**config.mk**
```make
export PLATFORM = sky130hd
export DESIGN_NAME = seb_bank
export DESIGN_NICKNAME = d
export VERILOG_FILES = /design/src/logic/seb_pkg.sv /design/src/logic/seb_bank.sv /design/src/logic/seb_change_detect.sv
export VERILOG_INCLUDE_DIRS = /design/src /design/src/logic
export SDC_FILE = /design/constraint.sdc
export NUM_CORES = 1
export LEC_CHECK = 0
export BUFFER_PORTS_ARGS = -buffer_cell sky130_fd_sc_hd__clkbuf_2
export CAP_MARGIN = 20
export CORE_MARGIN = 2
export CORE_UTILIZATION = 35
export DETAILED_ROUTE_END_ITERATION = 8
export PLACE_DENSITY = 0.7
export SYNTH_ARGS = -nofsm -noshare
export SYNTH_HDL_FRONTEND = slang
export SYNTH_HIERARCHICAL = 1
export SYNTH_SLANG_ARGS = --single-unit
```
**constraint.sdc**
```tcl
create_clock -name CLK -period 2.7 [get_ports CLK]
set_input_delay 0.135 -clock CLK [delete_from_list [all_inputs] [get_ports CLK]]
set_output_delay 0.135 -clock CLK [all_outputs]
set_load 0.01 [all_outputs]
```
**src/logic/seb_params.svh**
```systemverilog
// offsets, field positions, reset values and timing counts for the socket event bank
`ifndef SEB_PARAMS_SVH
`define SEB_PARAMS_SVH

`define SEB_CFG_BASE_OFFSET   8'h10
`define SEB_OFF_EVENT         12'h000
`define SEB_OFF_MASK          12'h004
`define SEB_OFF_PRESENT       12'h008
`define SEB_OFF_FORCE         12'h00c
`define SEB_OFF_CONTROL       12'h010
`define SEB_OFF_RSVD_LO       12'h014
`define SEB_OFF_RSVD_HI       12'h01c
`define SEB_OFF_POWER_MGMT    12'h020

`define SEB_BIT_POWER         3
`define SEB_BIT_DETECT_TWO    2
`define SEB_BIT_DETECT_ONE    1
`define SEB_BIT_STATUS        0
`define SEB_FLAG_WIDTH        4

`define SEB_EVENT_RESET       4'h0
`define SEB_MASK_RESET        4'h0
`define SEB_PRESENT_FIXED     32'h3000_0000
`define SEB_BASE_RESET        20'h00000
`define SEB_DETECT_MASK_ON    2'h3

`define SEB_ACCESS_LATENCY    1

`endif

```
**src/logic/seb_pkg.sv**
```systemverilog
// types shared by the socket event bank
package seb_pkg;

	typedef enum logic [2:0] {
		SEB_SEL_EVENT   = 3'b000,
		SEB_SEL_MASK    = 3'b001,
		SEB_SEL_PRESENT = 3'b010,
		SEB_SEL_FORCE   = 3'b011,
		SEB_SEL_CONTROL = 3'b100,
		SEB_SEL_POWER   = 3'b101,
		SEB_SEL_NONE    = 3'b110
	} seb_sel_type;

	typedef logic [3:0] seb_flags_type;

endpackage : seb_pkg
```
**src/logic/seb_bank.sv**
```systemverilog
// socket register bank with the socket event register, reached by memory cycles
// Operation
// - five socket registers plus power management
// - fixed map from event 00h to 20h
// - bank decoded at configured memory base
// - flags record change, not new state
// - write one clears flag, zero keeps
// - force write one sets matching flag
// - reset clears every event flag
// - leaving card reset may re-set flags
// - unmasked set flag raises status interrupt
// - event bits 31..4 read zero
// - power-cycle state change sets bit 3
// - second detect change sets bit 2
// - first detect change sets bit 1
// - 32-bit card: rising status sets bit 0
// - 16-bit card: both status edges set bit 0
// - detect mask enables only at 11
`include "seb_params.svh"

module seb_bank
	import seb_pkg::*;
(
	// clock and reset
	input  wire logic        CLK,
	input  wire logic        RST,
	// configuration write of the base address
	input  wire logic        CFG_WR,
	input  wire logic [7:0]  CFG_ADDR,
	input  wire logic [31:0] CFG_WDATA,
	// memory cycles
	input  wire logic        MEM_VALID,
	input  wire logic        MEM_WRITE,
	input  wire logic [31:0] MEM_ADDR,
	input  wire logic [3:0]  MEM_BE,
	input  wire logic [31:0] MEM_WDATA,
	output logic             MEM_HIT,
	output logic             MEM_READY,
	output logic [31:0]      MEM_RDATA,
	// socket state
	input  wire logic        POWER_CYCLE_STATE,
	input  wire logic        CARD_DETECT_TWO_STATE,
	input  wire logic        CARD_DETECT_ONE_STATE,
	input  wire logic        CARD_STATUS_STATE,
	input  wire logic        CARD_IS_32BIT,
	input  wire logic        CARD_RESET,
	// interrupt
	input  wire logic        INT_ENABLE,
	input  wire logic        INT_LEVEL_MODE,
	output logic             STATUS_CHANGE_INT
);

	logic [19:0]   base_reg;
	seb_flags_type event_reg;
	seb_flags_type event_next;
	seb_flags_type mask_reg;
	seb_flags_type eff_mask;
	seb_flags_type state;
	seb_flags_type change;
	seb_flags_type clear_vec;
	seb_flags_type force_vec;
	seb_flags_type release_vec;
	seb_flags_type set_vec;
	logic          card_reset_reg;
	logic          pending;
	logic          pending_reg;
	logic          int_reg;
	logic          ready_reg;
	logic [31:0]   rdata_reg;
	logic          hit;
	logic          wr_low;
	seb_sel_type   sel;

	// offset within the window to register select
	function automatic seb_sel_type decode(input logic [11:0] off);
		case (off)
			`SEB_OFF_EVENT:      decode = SEB_SEL_EVENT;
			`SEB_OFF_MASK:       decode = SEB_SEL_MASK;
			`SEB_OFF_PRESENT:    decode = SEB_SEL_PRESENT;
			`SEB_OFF_FORCE:      decode = SEB_SEL_FORCE;
			`SEB_OFF_CONTROL:    decode = SEB_SEL_CONTROL;
			`SEB_OFF_POWER_MGMT: decode = SEB_SEL_POWER;
			default:             decode = SEB_SEL_NONE;
		endcase
	endfunction

	assign state = {POWER_CYCLE_STATE, CARD_DETECT_TWO_STATE,
		CARD_DETECT_ONE_STATE, CARD_STATUS_STATE};

	// base address from configuration space, 4 KB window
	always_ff @(posedge CLK or posedge RST) begin
		if (RST) begin
			base_reg <= `SEB_BASE_RESET;
		end else if (CFG_WR && CFG_ADDR == `SEB_CFG_BASE_OFFSET) begin
			base_reg <= CFG_WDATA[31:12];
		end
	end

	assign hit     = MEM_VALID && (MEM_ADDR[31:12] == base_reg);
	assign MEM_HIT = hit;
	assign sel     = decode(MEM_ADDR[11:0]);
	assign wr_low  = hit && MEM_WRITE && MEM_BE[0];

	seb_change_detect u_detect (
		.clk      (CLK),
		.rst      (RST),
		.state    (state),
		.is_32bit (CARD_IS_32BIT),
		.change   (change)
	);

	// leaving card reset re-arms the status and detect flags whose state still stands
	always_ff @(posedge CLK or posedge RST) begin
		if (RST) begin
			card_reset_reg <= 1'b0;
		end else begin
			card_reset_reg <= CARD_RESET;
		end
	end

	always_comb begin
		release_vec = 4'h0;
		if (card_reset_reg && !CARD_RESET) begin
			release_vec[`SEB_BIT_STATUS]     = CARD_STATUS_STATE;
			release_vec[`SEB_BIT_DETECT_ONE] = CARD_DETECT_ONE_STATE;
			release_vec[`SEB_BIT_DETECT_TWO] = CARD_DETECT_TWO_STATE;
		end
	end

	assign clear_vec = (wr_low && sel == SEB_SEL_EVENT) ? MEM_WDATA[3:0] : 4'h0;
	assign force_vec = (wr_low && sel == SEB_SEL_FORCE) ? MEM_WDATA[3:0] : 4'h0;
	assign set_vec   = change | force_vec | release_vec;
	// a set in the same cycle as a clear keeps the flag
	assign event_next = (event_reg & ~clear_vec) | set_vec;

	always_ff @(posedge CLK or posedge RST) begin
		if (RST) begin
			event_reg <= `SEB_EVENT_RESET;
		end else begin
			event_reg <= event_next;
		end
	end

	// mask register, low four bits writable
	always_ff @(posedge CLK or posedge RST) begin
		if (RST) begin
			mask_reg <= `SEB_MASK_RESET;
		end else if (wr_low && sel == SEB_SEL_MASK) begin
			mask_reg <= MEM_WDATA[3:0];
		end
	end

	// detect mask only counts when both bits are set
	always_comb begin
		eff_mask = mask_reg;
		eff_mask[2:1] = (mask_reg[2:1] == `SEB_DETECT_MASK_ON) ? 2'h3 : 2'h0;
	end

	assign pending = |(event_reg & eff_mask);

	// level mode follows pending; edge mode pulses on a new pending
	always_ff @(posedge CLK or posedge RST) begin
		if (RST) begin
			pending_reg <= 1'b0;
			int_reg     <= 1'b0;
		end else begin
			pending_reg <= pending;
			if (!INT_ENABLE) begin
				int_reg <= 1'b0;
			end else if (INT_LEVEL_MODE) begin
				int_reg <= pending;
			end else begin
				int_reg <= pending && !pending_reg;
			end
		end
	end

	assign STATUS_CHANGE_INT = int_reg;

	// read data and completion one cycle after the request
	always_ff @(posedge CLK or posedge RST) begin
		if (RST) begin
			ready_reg <= 1'b0;
			rdata_reg <= 32'h0000_0000;
		end else begin
			ready_reg <= hit;
			rdata_reg <= 32'h0000_0000;
			if (hit && !MEM_WRITE) begin
				case (sel)
					SEB_SEL_EVENT:   rdata_reg <= {28'h0000000, event_reg};
					SEB_SEL_MASK:    rdata_reg <= {28'h0000000, mask_reg};
					SEB_SEL_PRESENT: rdata_reg <= `SEB_PRESENT_FIXED | {28'h0000000, state};
					default:         rdata_reg <= 32'h0000_0000;
				endcase
			end
		end
	end

	assign MEM_READY = ready_reg;
	assign MEM_RDATA = rdata_reg;

	// checks

	a_reserved_zero: assert property (
		@(posedge CLK) disable iff (RST)
		hit && !MEM_WRITE && sel == SEB_SEL_EVENT |=> MEM_READY && MEM_RDATA[31:4] == 28'h0)
		else $error("reserved event bits read nonzero");

	a_write_one_clears: assert property (
		@(posedge CLK) disable iff (RST)
		wr_low && sel == SEB_SEL_EVENT && MEM_WDATA[0] && set_vec[0] == 1'b0
		|=> event_reg[0] == 1'b0)
		else $error("write one did not clear flag");

	a_write_zero_keeps: assert property (
		@(posedge CLK) disable iff (RST)
		wr_low && sel == SEB_SEL_EVENT && !MEM_WDATA[3] && event_reg[3]
		|=> event_reg[3])
		else $error("write zero cleared flag");

	a_force_sets: assert property (
		@(posedge CLK) disable iff (RST)
		wr_low && sel == SEB_SEL_FORCE && MEM_WDATA[2] |=> event_reg[2])
		else $error("force did not set flag");

	a_reset_clears: assert property (
		@(posedge CLK)
		RST |=> event_reg == 4'h0)
		else $error("flags not clear in reset");

	a_power_change: assert property (
		@(posedge CLK) disable iff (RST)
		!$past(RST, 2) && POWER_CYCLE_STATE != $past(POWER_CYCLE_STATE)
		|=> event_reg[3])
		else $error("power change missed");

	a_detect_two: assert property (
		@(posedge CLK) disable iff (RST)
		!$past(RST, 2) && $changed(CARD_DETECT_TWO_STATE) |=> event_reg[2])
		else $error("detect two change missed");

	a_detect_one: assert property (
		@(posedge CLK) disable iff (RST)
		!$past(RST, 2) && $changed(CARD_DETECT_ONE_STATE) |=> event_reg[1])
		else $error("detect one change missed");

	a_rise_32bit: assert property (
		@(posedge CLK) disable iff (RST)
		!$past(RST, 2) && CARD_IS_32BIT && $rose(CARD_STATUS_STATE) |=> event_reg[0])
		else $error("rising status missed");

	a_fall_32_quiet: assert property (
		@(posedge CLK) disable iff (RST)
		CARD_IS_32BIT && $fell(CARD_STATUS_STATE) && !event_reg[0]
		&& !force_vec[0] && !release_vec[0] |=> !event_reg[0])
		else $error("falling status set flag on 32-bit card");

	a_fall_16bit: assert property (
		@(posedge CLK) disable iff (RST)
		!$past(RST, 2) && !CARD_IS_32BIT && $fell(CARD_STATUS_STATE) |=> event_reg[0])
		else $error("falling status missed on 16-bit card");

	a_detect_mask_half: assert property (
		@(posedge CLK) disable iff (RST)
		INT_ENABLE && INT_LEVEL_MODE && mask_reg == 4'h2 && event_reg != 4'h0
		|=> !STATUS_CHANGE_INT)
		else $error("reserved detect mask raised interrupt");

	a_level_holds: assert property (
		@(posedge CLK) disable iff (RST)
		INT_ENABLE && INT_LEVEL_MODE && |(event_reg & eff_mask)
		|=> STATUS_CHANGE_INT)
		else $error("level interrupt not held");

	a_irq_quiet: assert property (
		@(posedge CLK) disable iff (RST)
		(event_reg & eff_mask) == 4'h0 |=> !STATUS_CHANGE_INT)
		else $error("interrupt without unmasked flag");

	a_edge_single: assert property (
		@(posedge CLK) disable iff (RST)
		!INT_LEVEL_MODE && STATUS_CHANGE_INT |=> !STATUS_CHANGE_INT)
		else $error("edge interrupt longer than one cycle");

	a_edge_pulse: assert property (
		@(posedge CLK) disable iff (RST)
		INT_ENABLE && !INT_LEVEL_MODE && pending && !$past(pending)
		|=> STATUS_CHANGE_INT)
		else $error("edge interrupt missed");

	a_miss_quiet: assert property (
		@(posedge CLK) disable iff (RST)
		!hit |=> !MEM_READY && MEM_RDATA == 32'h0000_0000)
		else $error("answer without a hit");

	a_hit_answers: assert property (
		@(posedge CLK) disable iff (RST)
		hit |=> MEM_READY)
		else $error("hit without ready");

	a_base_load: assert property (
		@(posedge CLK) disable iff (RST)
		CFG_WR && CFG_ADDR == `SEB_CFG_BASE_OFFSET |=> base_reg == $past(CFG_WDATA[31:12]))
		else $error("base address not loaded");

	a_card_rearm: assert property (
		@(posedge CLK) disable iff (RST)
		!$past(RST) && $fell(CARD_RESET)
		|=> (event_reg[2:0] & $past(state[2:0])) == $past(state[2:0]))
		else $error("flag not re-set on leaving card reset");

endmodule // seb_bank

```
**src/logic/seb_change_detect.sv**
```systemverilog
// change detection on the four socket state bits
`include "seb_params.svh"

module seb_change_detect
	import seb_pkg::*;
(
	// clock and reset
	input  wire logic          clk,
	input  wire logic          rst,
	// state
	input  wire seb_flags_type state,
	input  wire logic          is_32bit,
	// change pulses, one per flag bit
	output seb_flags_type      change
);

	seb_flags_type prev_reg;
	logic          armed_reg;
	seb_flags_type diff;

	// previous value of each state bit
	always_ff @(posedge clk or posedge rst) begin
		if (rst) begin
			prev_reg  <= 4'h0;
			armed_reg <= 1'b0;
		end else begin
			prev_reg  <= state;
			armed_reg <= 1'b1;
		end
	end

	// compare against last cycle; nothing until a first sample exists
	always_comb begin
		diff = armed_reg ? (state ^ prev_reg) : 4'h0;
		change = diff;
		// 32-bit cards count only rising status edges, 16-bit cards both
		if (is_32bit) begin
			change[`SEB_BIT_STATUS] = diff[`SEB_BIT_STATUS] & state[`SEB_BIT_STATUS];
		end else begin
			change[`SEB_BIT_STATUS] = diff[`SEB_BIT_STATUS];
		end
	end

endmodule // seb_change_detect

```
After elaboration in Yosys (flattened, before gate mapping)

Cells that the tools add are included.

Bits in registers: 69
Input bits: 121
Output and inout port bits: 35
Logic and storage cells: 56

Equal/unequal tests: 11
Mux-type cells: 11
Bitwise operators: 8
Reductions and logical operators: 16

Operator list:

| kind                | number |
|---|---|
| $pmux 30 s3         | 1 |
| $mux 30             | 1 |
| $eq 12x4->1 const B | 2 |
| $eq 20x20->1        | 1 |
| $pmux 3 s6          | 1 |
| $eq 12x3->1 const B | 1 |
| $eq 12x5->1 const B | 1 |
| $eq 12x6->1 const B | 1 |
| $logic_not 12->1    | 1 |
| $mux 4              | 3 |
| $logic_and 1x1->1   | 10 |
| $and 4x4->4         | 2 |
| $eq 8x5->1 const B  | 1 |
| $or 4x4->4          | 2 |
| $eq 3x2->1 const B  | 2 |
| $not 4->4           | 1 |
| $or 4x3->4          | 1 |
| $reduce_or 4->1     | 1 |
| $xor 4x4->4         | 1 |
| $eq 3x1->1 const B  | 1 |
| $logic_not 1->1     | 3 |
| $logic_not 3->1     | 1 |
| $mux 1              | 3 |
| $mux 3              | 1 |
| other kinds (3)     | 3 |

Logic depth before layout (Yosys ltp)

Gate-level depths: netlist (run 1).

Depth after elaboration: 9
Gate-level depth with buffers: 6
Mapped depth without buffers: 5

By module

The synthesis (run 1) kept the hierarchy.

Modules (own cells, without submodules):

| module            | instances | cells each | area each (µm²) | seq. area each (µm²) |
|---|---|---|---|---|
| seb_bank          | 1         | 188        | 2,108.3         | 925.9 |
| seb_change_detect | 1         | 16         | 205.2           | 125.1 |

Worst setup path after synthesis (run 1)

Ideal clock, no wire load.

Kind: reg2reg
Start: reg base_reg[14]
End: reg mask_reg[0]
Setup time: 128 ps
Arrival time: 1,879 ps
Required time: 2,572 ps
Slack: 693 ps
Stages on the path, launching flop included: 6
Buffers on the path: 0
Period minus slack after synthesis: 2,007 ps
Cells stage by stage: dfrtp_1 > xnor2_1 > nand4_1 > or4_4 > nor4_4 > mux2_1

Longest elaborated chain between the ends: 5

RTL lines:

| item                            | RTL line        | text |
|---|---|---|
| start: declaration              | seb_bank.sv:53  | `logic [19:0] base_reg;` |
| start signal: assignment        | seb_bank.sv:93  | `` base_reg <= `SEB_BASE_RESET; `` |
| start signal: assignment        | seb_bank.sv:95  | `base_reg <= CFG_WDATA[31:12];` |
| $eq 20x20->1                    | seb_bank.sv:99  | `assign hit = MEM_VALID && (MEM_ADDR[31:12] == base_reg);` |
| $logic_and 1x1->1               | seb_bank.sv:99  |  |
| $logic_and 1x1->1 (2 in series) | seb_bank.sv:102 | `assign wr_low = hit && MEM_WRITE && MEM_BE[0];` |
| $logic_and 1x1->1               | seb_bank.sv:148 | `end else if (wr_low && sel == SEB_SEL_MASK) begin` |
| end signal: assignment          | seb_bank.sv:147 | `` mask_reg <= `SEB_MASK_RESET; `` |
| end signal: assignment          | seb_bank.sv:149 | `mask_reg <= MEM_WDATA[3:0];` |
| end: declaration                | seb_bank.sv:56  | `seb_flags_type mask_reg;` |

Every way passes these cells.
A chain may end at the register's enable or synchronous reset.

Worst setup path in the final report (run 1)

Start: reg base_reg[18]
End: reg rdata_reg[1] (netlist: MEM_RDATA[1])

Longest elaborated chain between the ends: 4

RTL lines:

| item                   | RTL line        | text |
|---|---|---|
| $eq 20x20->1           | seb_bank.sv:99  |  |
| $logic_and 1x1->1      | seb_bank.sv:99  |  |
| $logic_and 1x1->1      | seb_bank.sv:188 | `if (hit && !MEM_WRITE) begin` |
| $mux 30                | seb_bank.sv:188 |  |
| end signal: assignment | seb_bank.sv:190 | `SEB_SEL_EVENT: rdata_reg <= {28'h0000000, event_reg};` |
| end signal: assignment | seb_bank.sv:191 | `SEB_SEL_MASK: rdata_reg <= {28'h0000000, mask_reg};` |
| end signal: assignment | seb_bank.sv:192 | `` SEB_SEL_PRESENT: rdata_reg <= `SEB_PRESENT_FIXED \| {28'h0000000, state}; `` |
| end: declaration       | seb_bank.sv:69  | `logic [31:0] rdata_reg;` |

Every way passes these cells.

==> results of run 1 <==
==> worst min-delay path by stage <==
stage	from	to	slack, ns	cells after the start
3_3_place_gp	RST	u_detect/prev_reg[3]	0.03	2
5_1_grt	CARD_DETECT_ONE_STATE	u_detect/prev_reg[1]	0.009	1
2_1_floorplan	RST	u_detect/armed_reg	-0.09	1
3_5_place_dp	RST	u_detect/armed_reg	0.05	2
6_report	CARD_DETECT_ONE_STATE	u_detect/prev_reg[1]	0.01	1
4_1_cts	CARD_DETECT_ONE_STATE	u_detect/prev_reg[1]	0.003	1
==> cells by family after synthesis <==
kind of cell    Yosys count  share of synthesized area, %
simple gates             56                          16.2
xor+xnor                 23                          8.71
mux                      28                          13.4
compound gates           18                          5.52
buf+inv                  35                          10.4
flops                    42                          45.4
other cells               2                         0.325
==> per-layer routing <==
layer / wire length (um) / part of all wire (%)
met1: 2060 / 41
met2: 2350 / 47
met3: 554 / 11
met4: 70 / 1.4
met5: 0 / 0
==> critical path: stages (launching register included) <==
cell and delay (ns):
dfrtp_1 0.39, xnor2_1 0.23, nand4_1 0.11, or4_1 0.53
or3_1 0.58, nor4_2 0.32
==> cells in the mapped netlist, types with 2 or more instances <==
master	count	share of area, %
dfrtp_1	42	45
buf_4	27	8.8
mux2_2	20	9.7
xnor2_1	12	4.5
xor2_1	11	4.2
nand2_1	10	1.6
nand3_1	8	1.7
a21oi_1	7	1.5
nor2_1	6	0.97
nor4_2	5	2.7
o211ai_1	5	1.6
clkbuf_1	4	0.65
mux2_1	4	1.9
mux2i_1	4	1.7
nand4_1	4	1.1
o41ai_1	4	1.5
and2_2	3	0.97
inv_1	3	0.49
nor2b_1	3	0.81
conb_1	2	0.32
nor4_1	2	0.54
or4_1	2	0.65
==> layout make-up <==
| type | instances | share of cell area (%) |
|---|---|---|
| Timing Repair Buffer | 92 | 17.1 |
| Sequential cell | 42 | 37.1 |
| Multi-Input combinational cell | 152 | 39.3 |
| Tap cell | 77 | 3.40 |
| Clock buffer | 7 | 2.69 |
| Inverter | 3 | 0.397 |
==> per-stage QoR <==
step	utilization (%)	worst slack (ns)	hold slack (ns)	power (uW)	cells
detailed placement	42.6	0.416	0.0482	853	362
floorplan	-	0.693	-0.0865	795	229
finish	44.4	0.445	0.0136	1230	373
CTS	44.4	0.406	0.00338	1250	373
global route	44.4	0.234	0.00916	1310	373
global placement	42.6	0.409	0.0337	848	362
==> power groups by stage <==
stage | clock network (uW) | logic (uW) | registers, uW
2_1_floorplan | 0 | 127 | 669
3_3_place_gp | 0 | 176 | 671
3_5_place_dp | 0 | 180 | 672
4_1_cts | 407 | 185 | 660
5_1_grt | 437 | 207 | 662
6_report | 389 | 183 | 659
==> impl_metrics.ini, run 1 <==
[yosys]
ys_warn_count = 6
synth-async-reset-ratio_pct = 100
syn_area_um2 = 2310
ys_types = 38
synth_seq_cells = 42
synth_ff_type = dfrtp_1
yosysSeqAreaShare_pct = 45.4
synthesis.instances = 204
synth_area_per_cell_um2 = 11.3
synth-edff-count = 0

[clock_network]
cts_num_sinks = 42
cts_hold_buf = 4
cts_made_buffers = 5
clk_pin_slew_ns = 0.08
clock_latency_ns = 0.30
cts_root_buffer = clkbuf_8
postCtsSetupRepairBufs = 0
cts_tree = built
ctsLongestPathBuffers = 2
htreeDepth = 2
post_cts_resized = 0

[die]
die-area_um2 = 7280
die_h_um = 85.3
rows = 29
die_w_um = 85.3
io_pins = 156
initial_utilization_pct = 36.2
coreArea_um2 = 6390

[global_routing]
grt_use_total_pct = 14.9
grt_use_met3_pct = 5.16
grt_max_degree = 38
grt_pass1_wl_um = 8520
met1_usage_pct = 18.0
grt_busiest_layer = met2
antenna_found_initial = 0
gr-total-overflow = 0
grt_pass1_vias = 1869
use_met2_pct = 24.6

[worst_setup_path]
cp-start-kind = flip-flop
critPathMaxFanout = 9
rr_worst_depth = 5
crit_path_end_kind = flip-flop
worst_ep_required_time_ns = 2.90
startpoint = base_reg[18]
cp.arrival_ns = 2.45
crit_type = reg2reg
r2r-start = base_reg[18]
reg2reg_to = MEM_RDATA[1]
endpoint = MEM_RDATA[1]
r2r_slack_ns = 0.45

[timing]
fmax_mhz = 444
finalHoldViolCount = 0
rsz0062_at_grt = no
setup_viol = 0
tns_ns = 0
slew_violations = 0
fin_crit_ns = 2.25
fin_crit_sh_pct = 83.5
skew_ns = 0.00477

[cells_and_area]
postLayoutCellArea_um2 = 2840
multi_input_area_um2 = 1120
largest_register_ffs = 20
fillers = 649
final_layout_size_suffix_gt1_share_pct = 42.9
area_delta_synth_final_pct = 22.6
layout_commonest_cell = clkbuf_2
layout_common_cells = 86 x clkbuf_2, 42 x dfrtp_1, 27 x conb_1
diodes = 0
layout.nets = 417
regArea_um2 = 1050

[placement]
place_area_um2 = 2720
post-dp-hpwl_um = 4040
io_buffers = 86
place_congestion = 0.833

[flow_run]
maxCapViolCount = 0

[pwr]
swShare_pct = 25.7
pwr-share-clk_pct = 31.6
ir_drop_uv = 199
intPower_uw = 914
pwr-share-seq_pct = 53.6
power_frac_comb_pct = 14.9
power_density_nw_per_um2 = 434
leakagePower_uw = 0.00144
p_switching_uw = 317

[outcome]
status = finished, final reports clean

[drt]
first_pass_iters = 4
drc = 0
viasPerCell = 4.75
drtAntennaViolNets = 0
route.vias.total = 1772
wl_per_cell_um = 13.5
drtIter0Drc = 50
routed_wl_um = 5030

[min_path]
min_path_type = in2reg
No activity file was read; power rests on OpenSTA's default activity.
==> run 2, diff against run 1 <==
Clock period 2.7 ns to 2.1 ns, I/O delays scaled along.
==> run 2 against run 1 <==
The flow now finishes with violations (negative setup slack). Worst hold slack better by 0.022 ns. Utilization is 5.2 points higher. Clock power increased by 62%. Largest power group unchanged.
==> impl_metrics.ini, run 2 (synthesized netlist as in run 1, its figures left out) <==
[timing]
rsz0062_at_grt = yes
skew_ns = 0.00861
setup_slack_ns = -0.0700
setup_viol = 7
fin_crit_ns = 2.17
fin_crit_sh_pct = 103
slew_violations = 0
finalHoldViolCount = 0
fmax_mhz = 461

[die]
rows = 29
initial_utilization_pct = 36.2
die_w_um = 85.3
die-area_um2 = 7280
die_h_um = 85.3
coreArea_um2 = 6390
io_pins = 156

[global_routing]
antenna_found_initial = 0
grt_max_degree = 38
gr-total-overflow = 0
grt_pass1_wl_um = 9010
grt_pass1_vias = 1918
grt_use_total_pct = 15.7

[worst_setup_path]
crit_type = reg2reg
rr_worst_depth = 7
crit_path_end_kind = flip-flop
worst_ep_required_time_ns = 2.28
critPathMaxFanout = 4
cp.arrival_ns = 2.35
r2r_slack_ns = -0.07
cp-start-kind = flip-flop

[placement]
place_congestion = 0.865
io_buffers = 86
post-dp-hpwl_um = 4280
place_inst = 372
dp_slack_ns = -0.177

[pwr]
power_density_nw_per_um2 = 555
swShare_pct = 24.3
power_frac_comb_pct = 15.6
pwr-share-clk_pct = 35.9
pwr-share-seq_pct = 48.4
intPower_uw = 1330
ir_drop_uv = 391
p_switching_uw = 427
leakagePower_uw = 0.00167

[drt]
route.vias.total = 1846
first_pass_iters = 4
routed_wl_um = 5410
wl_per_cell_um = 13.9
drc = 0
viasPerCell = 4.75
drtIter0Drc = 69
drtAntennaViolNets = 0

[cells_and_area]
layout_common_cells = 86 x clkbuf_2, 42 x dfrtp_1, 27 x conb_1
diodes = 0
fillers = 604
largest_register_ffs = 20
layout.nets = 432
layout_commonest_cell = clkbuf_2
final_core_util_pct = 49.6
final_layout_size_suffix_gt1_share_pct = 51.9
area_delta_synth_final_pct = 36.9
fin_cells = 389

[clock_network]
ctsLongestPathBuffers = 2
clk_pin_slew_ns = 0.08
cts_root_buffer = clkbuf_8
htreeDepth = 2
clock_latency_ns = 0.29
cts_tree = built
cts_made_buffers = 5
cts_num_sinks = 42

[min_path]
min_path_type = in2reg
hold_depth = 2

[outcome]
status = finished, violations left
violations = negative setup slack

[flow_run]
maxCapViolCount = 0
-- run 2: cell count changes in the layout (fill, tap and decap cells not counted), moves of 3 or more --
cell / previous run / this run
buf_4: 2 / 12
mux2_1: 4 / 0
xnor2_2: 0 / 10
o41ai_1: 4 / 0
buf_6: 0 / 3
xnor2_1: 12 / 2
mux2_4: 0 / 4
-- run 2: area by class of cell --
cell class / count / area (um^2) / area share, %
clock buffers: 7 / 76.3 / 2.41
well taps: 77 / 96.3 / 3.04
multi-input cells: 152 / 1290 / 40.7
flip-flops and latches: 42 / 1050 / 33.2
clock inverters: 1 / 30.0 / 0.948
inverters: 3 / 11.3 / 0.356
repair buffers: 107 / 614 / 19.4
-- run 2: per-stage QoR --
step | hold WS [ns] | TNS (ns) | area, um^2 | total power, uW
CTS | 0.0282 | -0.394 | 3110 | 1770
floorplan | -0.116 | 0 | 2410 | 1020
finish | 0.0357 | -0.338 | 3170 | 1760
global placement | 0.00312 | -0.802 | 2800 | 1100
global route | 0.0288 | -0.968 | 3170 | 1840
detailed placement | 0.0134 | -1.57 | 2800 | 1110
-- run 2: timing repair --
item	4_1_cts	5_1_grt
setup buffers	2	1
pin swaps	13	11
hold buffers	6	0
endpoints found under the hold margin	47	0
setup endpoints to repair	13	13
resized for setup	20	8
-- run 2: power by group through the flow --
stage / Clock (uW) / Sequential, uW / Combinational (uW)
2_1_floorplan: 0 / 860 / 163
3_3_place_gp: 0 / 863 / 241
3_5_place_dp: 0 / 864 / 245
4_1_cts: 648 / 850 / 270
5_1_grt: 679 / 854 / 306
6_report: 631 / 850 / 275
-- run 2: worst max-delay path, stage by stage (launching register included) --
cell and delay, ns:
dfrtp_1 0.42, xnor2_2 0.16, buf_4 0.13, nand4_1 0.09, or4_4 0.57, nor4_4 0.23, buf_6 0.16, mux2_4 0.30
-- run 2: final timing paths --
kind,startpoint,end
min in group asynchronous,RST,u_detect/prev_reg[0]
worst min register to register,base_reg[18],base_reg[18]
worst max register to register,base_reg[14],mask_reg[2]
worst max-delay path,base_reg[14],mask_reg[2]
max in group asynchronous,RST,STATUS_CHANGE_INT
worst min-delay path,CFG_WDATA[16],base_reg[4]
-- run 2: metal layers --
layer | share of wire [%] | routed length, um | global-route usage, %
met1 | 42 | 2270 | 19.6
met2 | 47 | 2520 | 25.6
met3 | 10 | 566 | 5.54
met4 | 0.98 | 53 | 4.33
met5 | 0 | 0 | 0
